--- config.mk ---
export PLATFORM = sky130hd
export DESIGN_NAME = wdt_fuse_ctrl
export DESIGN_NICKNAME = d
export VERILOG_FILES = /design/src/verilog/wdt_pkg.sv /design/src/verilog/wdt_fuse_ctrl.sv
export SDC_FILE = /design/constraint.sdc
export NUM_CORES = 1
export LEC_CHECK = 0
export ABC_AREA = 1
export BUFFER_PORTS_ARGS = -buffer_cell sky130_fd_sc_hd__buf_2
export CAP_MARGIN = 5
export CORE_UTILIZATION = 35
export CTS_CLUSTER_DIAMETER = 150
export CTS_CLUSTER_SIZE = 10
export DETAILED_ROUTE_END_ITERATION = 12
export GPL_ROUTABILITY_DRIVEN = 0
export HOLD_SLACK_MARGIN = 0.05
export PLACE_DENSITY_LB_ADDON = 0.3
export SLEW_MARGIN = 20
export SYNTH_ARGS = -nofsm -noshare
export SYNTH_HDL_FRONTEND = slang
export SYNTH_SLANG_ARGS = --single-unit
--- constraint.sdc ---
create_clock -name clock -period 3.9 [get_ports clock]
set_clock_uncertainty 0.05 [all_clocks]
set_input_delay 0.78 -clock clock [delete_from_list [all_inputs] [get_ports clock]]
set_output_delay 0.78 -clock clock [all_outputs]
set_load 0.01 [all_outputs]
--- src/verilog/wdt_pkg.sv ---
package wdt_pkg;

  ////////////////////////////////////////////////////////////////////////////
  // timing
  localparam int CLK_MHZ = 250;
  localparam int HOLD_MS = 18;
  localparam int HOLD_CYCLES = HOLD_MS * CLK_MHZ * 1000;
  localparam int WDT_BASE_MS = 18;
  // nominal period of the watchdog rc oscillator, plain default
  localparam int WDT_OSC_NS = 1000;
  localparam int WDT_BASE_TICKS = WDT_BASE_MS * 1000000 / WDT_OSC_NS;

  ////////////////////////////////////////////////////////////////////////////
  // widths
  localparam int ADDR_W = 5;
  localparam int HOLD_W = 24;
  localparam int WDT_W = 16;
  localparam int SCALE_W = 8;
  localparam int FUSE_W = 12;
  localparam int OPT_W = 6;

  ////////////////////////////////////////////////////////////////////////////
  // register offsets, byte addresses
  localparam logic [ADDR_W-1:0] OFF_CONFIG = 5'h00;
  localparam logic [ADDR_W-1:0] OFF_OPTION = 5'h04;
  localparam logic [ADDR_W-1:0] OFF_STATUS = 5'h08;
  localparam logic [ADDR_W-1:0] OFF_CMD = 5'h0C;
  localparam logic [ADDR_W-1:0] OFF_WDT = 5'h10;

  ////////////////////////////////////////////////////////////////////////////
  // field positions
  localparam int FUSE_OSC_LO = 0;
  localparam int FUSE_WATCHDOG_ENABLE_FUSE = 2;
  localparam int FUSE_CP = 3;
  localparam int OPT_RATIO_LO = 0;
  localparam int OPT_ASSIGN = 3;
  localparam int STAT_SLEEP = 0;
  localparam int STAT_RST = 1;
  localparam int STAT_OSC_OFF = 2;
  localparam int STAT_PD = 3;
  localparam int STAT_TO = 4;
  localparam int CMD_CLR = 0;
  localparam int CMD_SLEEP = 1;
  localparam int CMD_TMR = 2;

  ////////////////////////////////////////////////////////////////////////////
  // reset values
  localparam logic [FUSE_W-1:0] FUSE_RESET = 12'hFFF;
  localparam logic [OPT_W-1:0] OPTION_RESET = 6'h3F;

  typedef enum logic [1:0] {
    low_power_crystal_mode,
    standard_crystal_mode,
    high_speed_crystal_mode,
    rc_osc_mode
  } osc_mode_t;

  typedef struct packed {
    logic [ADDR_W-1:0] address;
    logic read;
    logic write;
    logic [31:0] writedata;
  } av_req_t;

  typedef struct packed {
    logic [FUSE_W-1:0] fuse;
    logic fuse_ok;
    logic [OPT_W-1:0] option;
    logic to_n;
    logic pd_n;
    logic sleeping;
    logic osc_off;
    logic cpu_rst;
    logic [HOLD_W-1:0] hold;
    logic [WDT_W-1:0] wdt;
    logic [SCALE_W-1:0] scale;
    logic t0_out;
    logic [1:0] tick_s;
    logic tick_prev;
    logic [1:0] mclr_s;
    logic ack;
    logic [31:0] rdata;
  } state_t;

  localparam state_t STATE_RESET = '{
    fuse: FUSE_RESET,
    option: OPTION_RESET,
    to_n: 1'h1,
    pd_n: 1'h1,
    cpu_rst: 1'h1,
    hold: HOLD_W'(HOLD_CYCLES),
    mclr_s: 2'h3,
    default: '0
  };

endpackage

--- src/verilog/wdt_fuse_ctrl.sv ---
// Local design decisions: the Avalon-MM interface to the registers and the placing of the registers.
`timescale 1ns/100ps

// Function
// - only the fuse can stop the watchdog; it also sits at zero through the reset hold
// - watchdog runs on own rc oscillator
// - counts on while main oscillator stops
// - hold timer keeps reset 18 ms
// - sleep left only by reset/time-out
// - time-out causes full device reset
// - time-out clears time-out flag
// - enable fuse bit 2 gates watchdog
// - fuse bit 3 low protects code
// - fuse bits 1:0 pick oscillator
// - one 8-bit shared scaler
// - scaler owner is exclusive
// - option bits 3:0 pick owner, ratio
// - bare watchdog times out 18 ms
// - postscaler reaches 1:128
// - clear instruction restarts watchdog
// - sleep instruction restarts watchdog
// - sleep sets time-out flag, clears power-down flag, stops oscillator
// - wake-up always clears watchdog
// - timer write clears scaler unless watchdog owns it
module wdt_fuse_ctrl
  import wdt_pkg::*;
#(
  parameter int HOLD_COUNT = HOLD_CYCLES,
  parameter int BASE_TICKS = WDT_BASE_TICKS
) (
  input wire logic clock,
  input wire logic rst,
  input wire logic [FUSE_W-1:0] config_fuses,
  input wire logic wdt_osc_clk,
  input wire logic ext_reset_n,
  input wire logic t0_tick,
  input wire av_req_t bus_req,
  output logic [31:0] readdata,
  output logic waitrequest,
  output logic t0_scaled,
  output logic cpu_reset,
  output logic osc_driver_off,
  output logic sleeping,
  output logic timeout_flag_n,
  output logic powerdown_flag_n,
  output logic watchdog_on,
  output logic code_protect_on,
  output osc_mode_t osc_mode
);

  ////////////////////////////////////////////////////////////////////////////
  // decode helpers

  function automatic logic [SCALE_W-1:0] ratio_mask(input logic [3:0] n);
    ratio_mask = SCALE_W'((9'h001 << n) - 9'h001);
  endfunction

  state_t q;
  state_t d;
  logic wr_ok;
  logic rd_go;
  logic cpu_run;
  logic tick_edge;
  logic en;
  logic run;
  logic assign_wdt;
  logic [2:0] ratio;
  logic [SCALE_W-1:0] wmask;
  logic [SCALE_W-1:0] tmask;
  logic base_wrap;
  logic to_ev;
  logic ext_rst;
  logic cmd_hit;
  logic clr_cmd;
  logic slp_cmd;
  logic tmr_cmd;
  logic opt_wr;
  logic [31:0] status_word;
  logic [31:0] rd_mux;

  ////////////////////////////////////////////////////////////////////////////
  // bus side: one wait state, answer on the second edge

  assign waitrequest = (bus_req.read | bus_req.write) & ~q.ack;
  assign wr_ok = bus_req.write & q.ack;
  assign rd_go = bus_req.read & ~q.ack;
  // a halted or sleeping core issues no instructions
  assign cpu_run = ~q.cpu_rst & ~q.sleeping;
  assign cmd_hit = wr_ok & (bus_req.address == OFF_CMD) & cpu_run;
  assign clr_cmd = cmd_hit & bus_req.writedata[CMD_CLR];
  assign slp_cmd = cmd_hit & bus_req.writedata[CMD_SLEEP];
  assign tmr_cmd = cmd_hit & bus_req.writedata[CMD_TMR];
  assign opt_wr = wr_ok & (bus_req.address == OFF_OPTION) & cpu_run;

  always_comb begin
    status_word = '0;
    status_word[STAT_SLEEP] = q.sleeping;
    status_word[STAT_RST] = q.cpu_rst;
    status_word[STAT_OSC_OFF] = q.osc_off;
    status_word[STAT_PD] = q.pd_n;
    status_word[STAT_TO] = q.to_n;
  end

  always_comb begin
    case (bus_req.address)
      OFF_CONFIG: rd_mux = {20'h00000, q.fuse};
      OFF_OPTION: rd_mux = {26'h0000000, q.option};
      OFF_STATUS: rd_mux = status_word;
      OFF_WDT: rd_mux = {16'h0000, q.wdt};
      default: rd_mux = 32'h00000000;
    endcase
  end

  ////////////////////////////////////////////////////////////////////////////
  // watchdog and shared scaler decode

  assign en = q.fuse_ok & q.fuse[FUSE_WATCHDOG_ENABLE_FUSE];
  assign run = en & ~q.cpu_rst;
  assign assign_wdt = q.option[OPT_ASSIGN];
  assign ratio = q.option[OPT_RATIO_LO +: 3];
  assign wmask = ratio_mask({1'b0, ratio});
  assign tmask = ratio_mask({1'b0, ratio} + 4'h1);
  // second flop only; first sync stage feeds nothing else
  assign tick_edge = q.tick_s[1] & ~q.tick_prev;
  assign base_wrap = run & tick_edge & (q.wdt == WDT_W'(BASE_TICKS - 1));
  // without the scaler every base period ends in a time-out
  assign to_ev = base_wrap & (~assign_wdt | ((q.scale & wmask) == wmask));
  assign ext_rst = ~q.mclr_s[1];

  ////////////////////////////////////////////////////////////////////////////
  // next state

  always_comb begin
    d = q;
    d.tick_s = {q.tick_s[0], wdt_osc_clk};
    d.tick_prev = q.tick_s[1];
    d.mclr_s = {q.mclr_s[0], ext_reset_n};
    d.t0_out = 1'b0;
    d.ack = (bus_req.read | bus_req.write) & ~q.ack;
    if (rd_go) begin
      d.rdata = rd_mux;
    end
    // fuses are static; catch them once after release
    if (!q.fuse_ok) begin
      d.fuse = config_fuses;
      d.fuse_ok = 1'b1;
    end
    if (opt_wr) begin
      d.option = bus_req.writedata[OPT_W-1:0];
    end
    if (q.hold != '0) begin
      d.hold = q.hold - HOLD_W'(1);
    end
    // keeps counting in sleep: fed by its own oscillator
    if (run && tick_edge) begin
      if (base_wrap) begin
        d.wdt = '0;
        if (assign_wdt) begin
          d.scale = q.scale + SCALE_W'(1);
        end
      end else begin
        d.wdt = q.wdt + WDT_W'(1);
      end
    end
    if (!run) begin
      d.wdt = '0;
    end
    if (!assign_wdt && t0_tick && !q.cpu_rst) begin
      d.scale = q.scale + SCALE_W'(1);
      d.t0_out = (q.scale & tmask) == tmask;
    end
    if (clr_cmd) begin
      d.wdt = '0;
      if (assign_wdt) begin
        d.scale = '0;
      end
      d.to_n = 1'b1;
      d.pd_n = 1'b1;
    end
    if (tmr_cmd && !assign_wdt) begin
      d.scale = '0;
    end
    if (slp_cmd) begin
      d.wdt = '0;
      if (assign_wdt) begin
        d.scale = '0;
      end
      d.to_n = 1'b1;
      d.pd_n = 1'b0;
      d.osc_off = 1'b1;
      d.sleeping = 1'b1;
    end
    // resets last: a time-out beats a flag set in the same cycle
    if (ext_rst || to_ev) begin
      d.wdt = '0;
      d.scale = '0;
      d.option = OPTION_RESET;
      d.sleeping = 1'b0;
      d.osc_off = 1'b0;
      d.hold = HOLD_W'(HOLD_COUNT);
      if (to_ev) begin
        d.to_n = 1'b0;
      end
    end
    d.cpu_rst = d.hold != '0;
  end

  always_ff @(posedge clock) begin
    if (rst) begin
      q <= STATE_RESET;
      q.hold <= HOLD_W'(HOLD_COUNT);
    end else begin
      q <= d;
    end
  end

  ////////////////////////////////////////////////////////////////////////////
  // outputs

  assign readdata = q.rdata;
  assign t0_scaled = q.t0_out;
  assign cpu_reset = q.cpu_rst;
  assign osc_driver_off = q.osc_off;
  assign sleeping = q.sleeping;
  assign timeout_flag_n = q.to_n;
  assign powerdown_flag_n = q.pd_n;
  assign watchdog_on = en;
  assign code_protect_on = q.fuse_ok & ~q.fuse[FUSE_CP];
  assign osc_mode = osc_mode_t'(q.fuse[FUSE_OSC_LO +: 2]);
endmodule

Word-level counts from Yosys, hierarchy flattened
Index checks and enable logic that the tools add are counted.
{ "word_totals": {"inputBits": 56, "regBits": 110, "output_inout_bits": 43, "wordCells": 94} }
{ "op_classes": {"bitwise": 31, "eq_ne": 7, "reduce_logical": 14, "n_addsub": 6, "shift": 2, "n_mux": 18} }
{ "ops": {"columns": ["cell", "n"], "rows": [
  ["2-to-1 mux 24 bit", 4],
  ["case mux 16 bit (4 select lines)", 1],
  ["2-to-1 mux 48 bit", 1],
  ["nonzero test 24 bit", 2],
  ["2-to-1 mux 8 bit", 5],
  ["2-to-1 mux 16 bit", 2],
  ["subtractor 24 x 1 -> 24 bit, second input constant", 1],
  ["bitwise AND 1 bit", 18],
  ["adder 16 x 1 -> 16 bit, second input constant", 1],
  ["bitwise AND 8 bit", 2],
  ["equality test 16 x 15 -> 1 bit, second input constant", 1],
  ["equality test 8 bit", 2],
  ["subtractor 8 x 1 -> 8 bit, second input constant", 2],
  ["equality test 5 x 4 -> 1 bit, second input constant", 2],
  ["2-to-1 mux 9 bit", 1],
  ["NOT 1 bit", 9],
  ["adder 8 x 1 -> 8 bit, second input constant", 1],
  ["left shift 1 x 3 -> 8 bit, first input constant", 1],
  ["left shift 1 x 4 -> 8 bit, first input constant", 1],
  ["equality test 5 x 3 -> 1 bit, second input constant", 1],
  ["equality test 5 bit, second input constant", 1],
  ["zero test 5 bit", 1],
  ["OR reduction 5 bit", 1],
  ["adder 3 x 1 -> 4 bit, second input constant", 1],
  ["other kinds (9)", 16]
]} }

Longest topological paths before layout
{ "logic_depth": {"word_depth": 14, "ltp_mapped": 20} }

Least setup slack after synthesis
No wires, ideal clock.
{ "synth_path": {"path_type": "register -> register", "startpoint": "register q[92] in the netlist's numbering", "endpoint": "register q[61] in the netlist's numbering", "required_time_ns": 3.772, "path_buffers": 2, "arrival_ns": 2.079, "period_less_slack_ns": 2.207, "setup_slack_ns": 1.693, "stages_incl_launch_ff": 21, "setup_time_ns": 0.078, "path_cell_list": "dfxtp_1 > buf_2 > nand2_1 > inv_2 > ha_1 > inv_1 > nand2_1 > inv_1 > nand2_1 > nand2_1 > nand2_1 > nand2_1 > nor2_1 > nand2_1 > nand2_1 > nand2_2 > nand2_4 > nor2_8 > nand3_4 > buf_4 > nor3_1"} }
{ "synth_via": {"elab_chain_len": 8} }
{ "synth_rtl": {"columns": ["item", "line_no", "source"], "rows": [
  ["start, declared", "wdt_fuse_ctrl.sv:58", "state_t q;"],
  ["left shift 1 x 3 -> 8 bit *", "wdt_fuse_ctrl.sv:55", "ratio_mask = SCALE_W'((9'h001 << n) - 9'h001);"],
  ["subtractor 8 x 1 -> 8 bit *", "wdt_fuse_ctrl.sv:55", null],
  ["bitwise AND 8 bit", "wdt_fuse_ctrl.sv:127", "assign to_ev = base_wrap & (~assign_wdt | ((q.scale & wmask) == wmask));"],
  ["equality test 8 bit *", "wdt_fuse_ctrl.sv:127", null],
  ["OR 1 bit *", "wdt_fuse_ctrl.sv:127", null],
  ["bitwise AND 1 bit *", "wdt_fuse_ctrl.sv:127", null],
  ["logical OR 1 bit *", "wdt_fuse_ctrl.sv:194", "if (ext_rst || to_ev) begin"],
  ["OR reduction 5 bit (no line) *", null, null]
]} }
Every way passes the cells marked *; elsewhere a longest branch is shown, timed or not.
A chain may end at the register's enable or synchronous reset.

Worst setup path in the final report
{ "layout_path": {"startpoint": "register q[93] in the netlist's numbering", "endpoint": "register q[78] in the netlist's numbering"} }
{ "layout_via": {"elab_chain_len": 8} }
{ "layout_rtl": {"columns": ["item", "line_no"], "rows": [
  ["left shift 1 x 3 -> 8 bit *", "wdt_fuse_ctrl.sv:55"],
  ["subtractor 8 x 1 -> 8 bit *", "wdt_fuse_ctrl.sv:55"],
  ["bitwise AND 8 bit", "wdt_fuse_ctrl.sv:127"],
  ["equality test 8 bit *", "wdt_fuse_ctrl.sv:127"],
  ["OR 1 bit *", "wdt_fuse_ctrl.sv:127"],
  ["bitwise AND 1 bit *", "wdt_fuse_ctrl.sv:127"],
  ["logical OR 1 bit *", "wdt_fuse_ctrl.sv:194"],
  ["2-to-1 mux 48 bit *", "wdt_fuse_ctrl.sv:194"]
]} }
Marked as above.

==> impl_metrics.prom <==
# TYPE chip_impl_metric gauge
chip_impl_info{name="path_cells",value="nand2_1 -> inv_2 -> ha_1 -> inv_1 -> nand2_1 -> nor2_1 -> nor2_1 -> nand2_1 -> nand2_1 -> nor2_1 -> nand2_1 -> nand2_1 -> nand2_2 -> nand2_4 -> nor2_8 -> inv_2 -> or2_2"} 1
chip_impl_metric{name="hold_viol_final",unit=""} 0
chip_impl_metric{name="cts-root-to-sink-buffers",unit=""} 2
chip_impl_metric{name="asyncSetResetFlopFracSynth",unit="%"} 0
chip_impl_metric{name="irDropWorstVdd",unit="uV"} 226
chip_impl_metric{name="antenna_found_initial",unit=""} 0
chip_impl_metric{name="cp.required",unit="ns"} 4.08
chip_impl_info{name="timing.hold.worst.class",value="reg -> reg"} 1
chip_impl_metric{name="ctsHtreeMaxLevel",unit=""} 3
chip_impl_info{name="worst_path_max_delay_cell",value="dfxtp_1"} 1
chip_impl_metric{name="final_layout_size_suffix_gt1_share",unit="%"} 13.8
chip_impl_metric{name="post_drt_via_cell_ratio",unit=""} 4.78
chip_impl_metric{name="wl",unit="mm"} 12.7
chip_impl_metric{name="dieWidth",unit="um"} 124
chip_impl_metric{name="detailed_routing_iterations_pass_1",unit=""} 6
chip_impl_metric{name="insertion_delay",unit="ns"} 0.34
chip_impl_metric{name="synth.yosys.seq_area_share",unit="%"} 36.0
chip_impl_metric{name="num_io_pins",unit=""} 99
chip_impl_info{name="layout.cells.most_common_list",value="nand2_1 (183), nor2_1 (111), dfxtp_1 (94)"} 1
chip_impl_info{name="critical_path_launch_point_type",value="flip-flop"} 1
chip_impl_metric{name="ctsHoldBuffers",unit=""} 0
chip_impl_metric{name="antenna_left",unit=""} 0
chip_impl_metric{name="max_cap_viol_count",unit=""} 0
chip_impl_metric{name="number_of_cells_produced_by_synthesis",unit=""} 758
chip_impl_info{name="setup_crit_path_kind",value="reg -> reg"} 1
chip_impl_info{name="synth-main-ff-cell",value="dfxtp_1"} 1
chip_impl_metric{name="total_power",unit="W"} 0.00209
chip_impl_metric{name="fmax",unit="MHz"} 355
chip_impl_info{name="rsz0062_at_grt",value="no"} 1
chip_impl_metric{name="timing_max_transition_violations_final",unit=""} 0
chip_impl_metric{name="multiInputGateArea",unit="sq um"} 2770
chip_impl_metric{name="initial_core_util",unit="%"} 36.0
chip_impl_metric{name="cpPeakStageDelay",unit="ns"} 0.55
chip_impl_metric{name="drc",unit=""} 0
chip_impl_metric{name="yosys_warnings",unit=""} 0
chip_impl_info{name="result_of_the_run",value="complete, no violations"} 1
chip_impl_info{name="tritoncts",value="built"} 1
chip_impl_metric{name="die_h",unit="um"} 124
chip_impl_info{name="cpMostUsedCell",value="nand2_1"} 1
chip_impl_metric{name="vias",unit=""} 4676
chip_impl_metric{name="signal_arrival_time_at_the_worst_endpoint",unit="ns"} 3.00
chip_impl_metric{name="setup.reg_to_reg.worst_slack",unit="ns"} 1.08
chip_impl_metric{name="final.min_clock_period",unit="ns"} 2.82
chip_impl_metric{name="postCtsSetupBuffers",unit=""} 0
chip_impl_metric{name="final.setup.tns",unit="ns"} 0
chip_impl_metric{name="initialDrtViolationCount",unit=""} 254
chip_impl_metric{name="clock_sinks",unit=""} 94
chip_impl_metric{name="setup_violations",unit=""} 0
chip_impl_metric{name="port_buffers",unit=""} 56
chip_impl_metric{name="grt_pass1_wl",unit="mm"} 21.6
chip_impl_metric{name="grt_max_degree",unit=""} 23
chip_impl_metric{name="final-seq-area",unit="sq um"} 1880
chip_impl_info{name="critPathCaptureType",value="flip-flop"} 1
chip_impl_metric{name="filler_cell_count",unit=""} 1594
chip_impl_metric{name="synth-edff-count",unit=""} 0
chip_impl_metric{name="place.detailed.hpwl",unit="mm"} 9.84
chip_impl_metric{name="cts_resized",unit=""} 0
chip_impl_info{name="layout_commonest_cell",value="nand2_1"} 1
chip_impl_metric{name="floorplan.core_area",unit="sq um"} 14500
chip_impl_metric{name="timing.hold.ws",unit="ns"} 0.362
chip_impl_metric{name="avgSynthCellArea",unit="sq um"} 6.90
chip_impl_metric{name="grt_usage",unit="%"} 17.3
chip_impl_metric{name="worst_slew_margin_rel",unit="%"} 62.7
chip_impl_info{name="clock-root-buffer",value="clkbuf_16"} 1
chip_impl_metric{name="synth-seq-cells",unit=""} 94
chip_impl_metric{name="synthesis.area",unit="sq um"} 5230
chip_impl_metric{name="yosys.cell_types.count",unit=""} 42
chip_impl_metric{name="worst_slew_pin_slew",unit="ns"} 0.557
chip_impl_metric{name="final_nets",unit=""} 855
chip_impl_metric{name="powerDensity",unit="nW/um^2"} 362
chip_impl_metric{name="layout-area-overhead-vs-synth",unit="%"} 10.2
chip_impl_metric{name="die_area",unit="sq um"} 15400
chip_impl_metric{name="power.leakage",unit="nW"} 2.52
chip_impl_metric{name="antennaDiodeCount",unit=""} 0
chip_impl_metric{name="critPathMaxFanout",unit=""} 16
chip_impl_metric{name="grt-ovfl-total",unit=""} 0
chip_impl_metric{name="std_cell_rows",unit=""} 44
chip_impl_metric{name="tritoncts.num_buffers",unit=""} 9
chip_impl_metric{name="grt_pass1_vias",unit=""} 4365
chip_impl_metric{name="wl_per_cell",unit="um"} 13.0
chip_impl_metric{name="min_period_over_period",unit="%"} 72.3
chip_impl_metric{name="clk_pin_slew",unit="ns"} 0.07
==> registers in the layout (all words and copies together) (netlist names), 2 cells and up <==
| register | count |
|---|---|
| readdata | 16 |
| osc_mode | 2 |
| d | 3 |
| q | 67 |
==> cells by family after synthesis <==
logic type / Yosys count / synth area share (%)
other cells: 1 / 0.0717
flops: 94 / 36.0
simple gates: 417 / 36.6
xor+xnor: 23 / 3.85
compound gates: 84 / 9.40
buf+inv: 131 / 12.2
fa+ha+maj: 8 / 1.91
==> layout make-up <==
type	count	area share, %
clock buffer	10	4.14
clock inverter	5	0.738
inverter	78	5.08
multi-input combinational	548	48.0
sequential	94	32.6
tap	184	3.99
timing repair buffer	60	5.38
==> per-layer routing <==
layer | up-vias | wire length, um | GRT usage, %
met1 | 2106 | 6160 | 22.6
met5 | - | 0 | 0
met3 | 15 | 447 | 3.19
met2 | 94 | 5930 | 28.7
li1 | 2461 | - | -
met4 | 0 | 201 | 5.17
==> critical path, delay by kind of cell (launching register included) <==
kind,cells,cell delay [ns]
and+or+nand+nor,13,1.46
DFF,1,0.55
buffers and inverters,3,0.44
adders and majority gates,1,0.20
==> cell usage after synthesis (7+ instances only) <==
cell | count | share of area [%]
a21oi_1 | 33 | 3.2
buf_4 | 37 | 5.3
clkbuf_1 | 12 | 0.86
dfxtp_1 | 94 | 36
ha_1 | 8 | 1.9
inv_1 | 71 | 5.1
nand2_1 | 183 | 13
nand3_1 | 50 | 4.8
nand4_1 | 16 | 1.9
nor2_1 | 111 | 8.0
nor3_1 | 16 | 1.5
o211ai_1 | 10 | 1.4
o21ai_0 | 22 | 2.1
o22ai_1 | 7 | 0.84
xnor2_1 | 11 | 1.8
xor2_1 | 12 | 2.0
==> power breakdown <==
group | total, W | internal [W] | switching, W | leakage (nW)
Clock | 0.000854 | 0.000456 | 0.000398 | 0.141
Sequential | 0.00101 | 0.000990 | 0.0000223 | 0.765
Combinational | 0.000223 | 0.0000767 | 0.000146 | 1.61
==> final timing paths <==
kind / from / end / cells past startpoint
worst max-delay path: q[93] / q[78] / 17
worst min-delay path: d[34] / q[34] / 1
worst max register to register: q[93] / q[78] / 17
worst min register to register: d[34] / q[34] / 1
==> through the flow <==
step           cells  util (%)  setup slack [ns]  instance area (sq um)
2_1_floorplan    773         -              1.69                   5290
3_5_place_dp     964      37.7              1.12                   5480
5_1_grt          979      39.7             0.720                   5770
6_report         979      39.7              1.08                   5770
4_1_cts          979      39.7              1.10                   5770
3_3_place_gp     964      37.7              1.11                   5480
No activity file was read; power rests on OpenSTA's default activity.
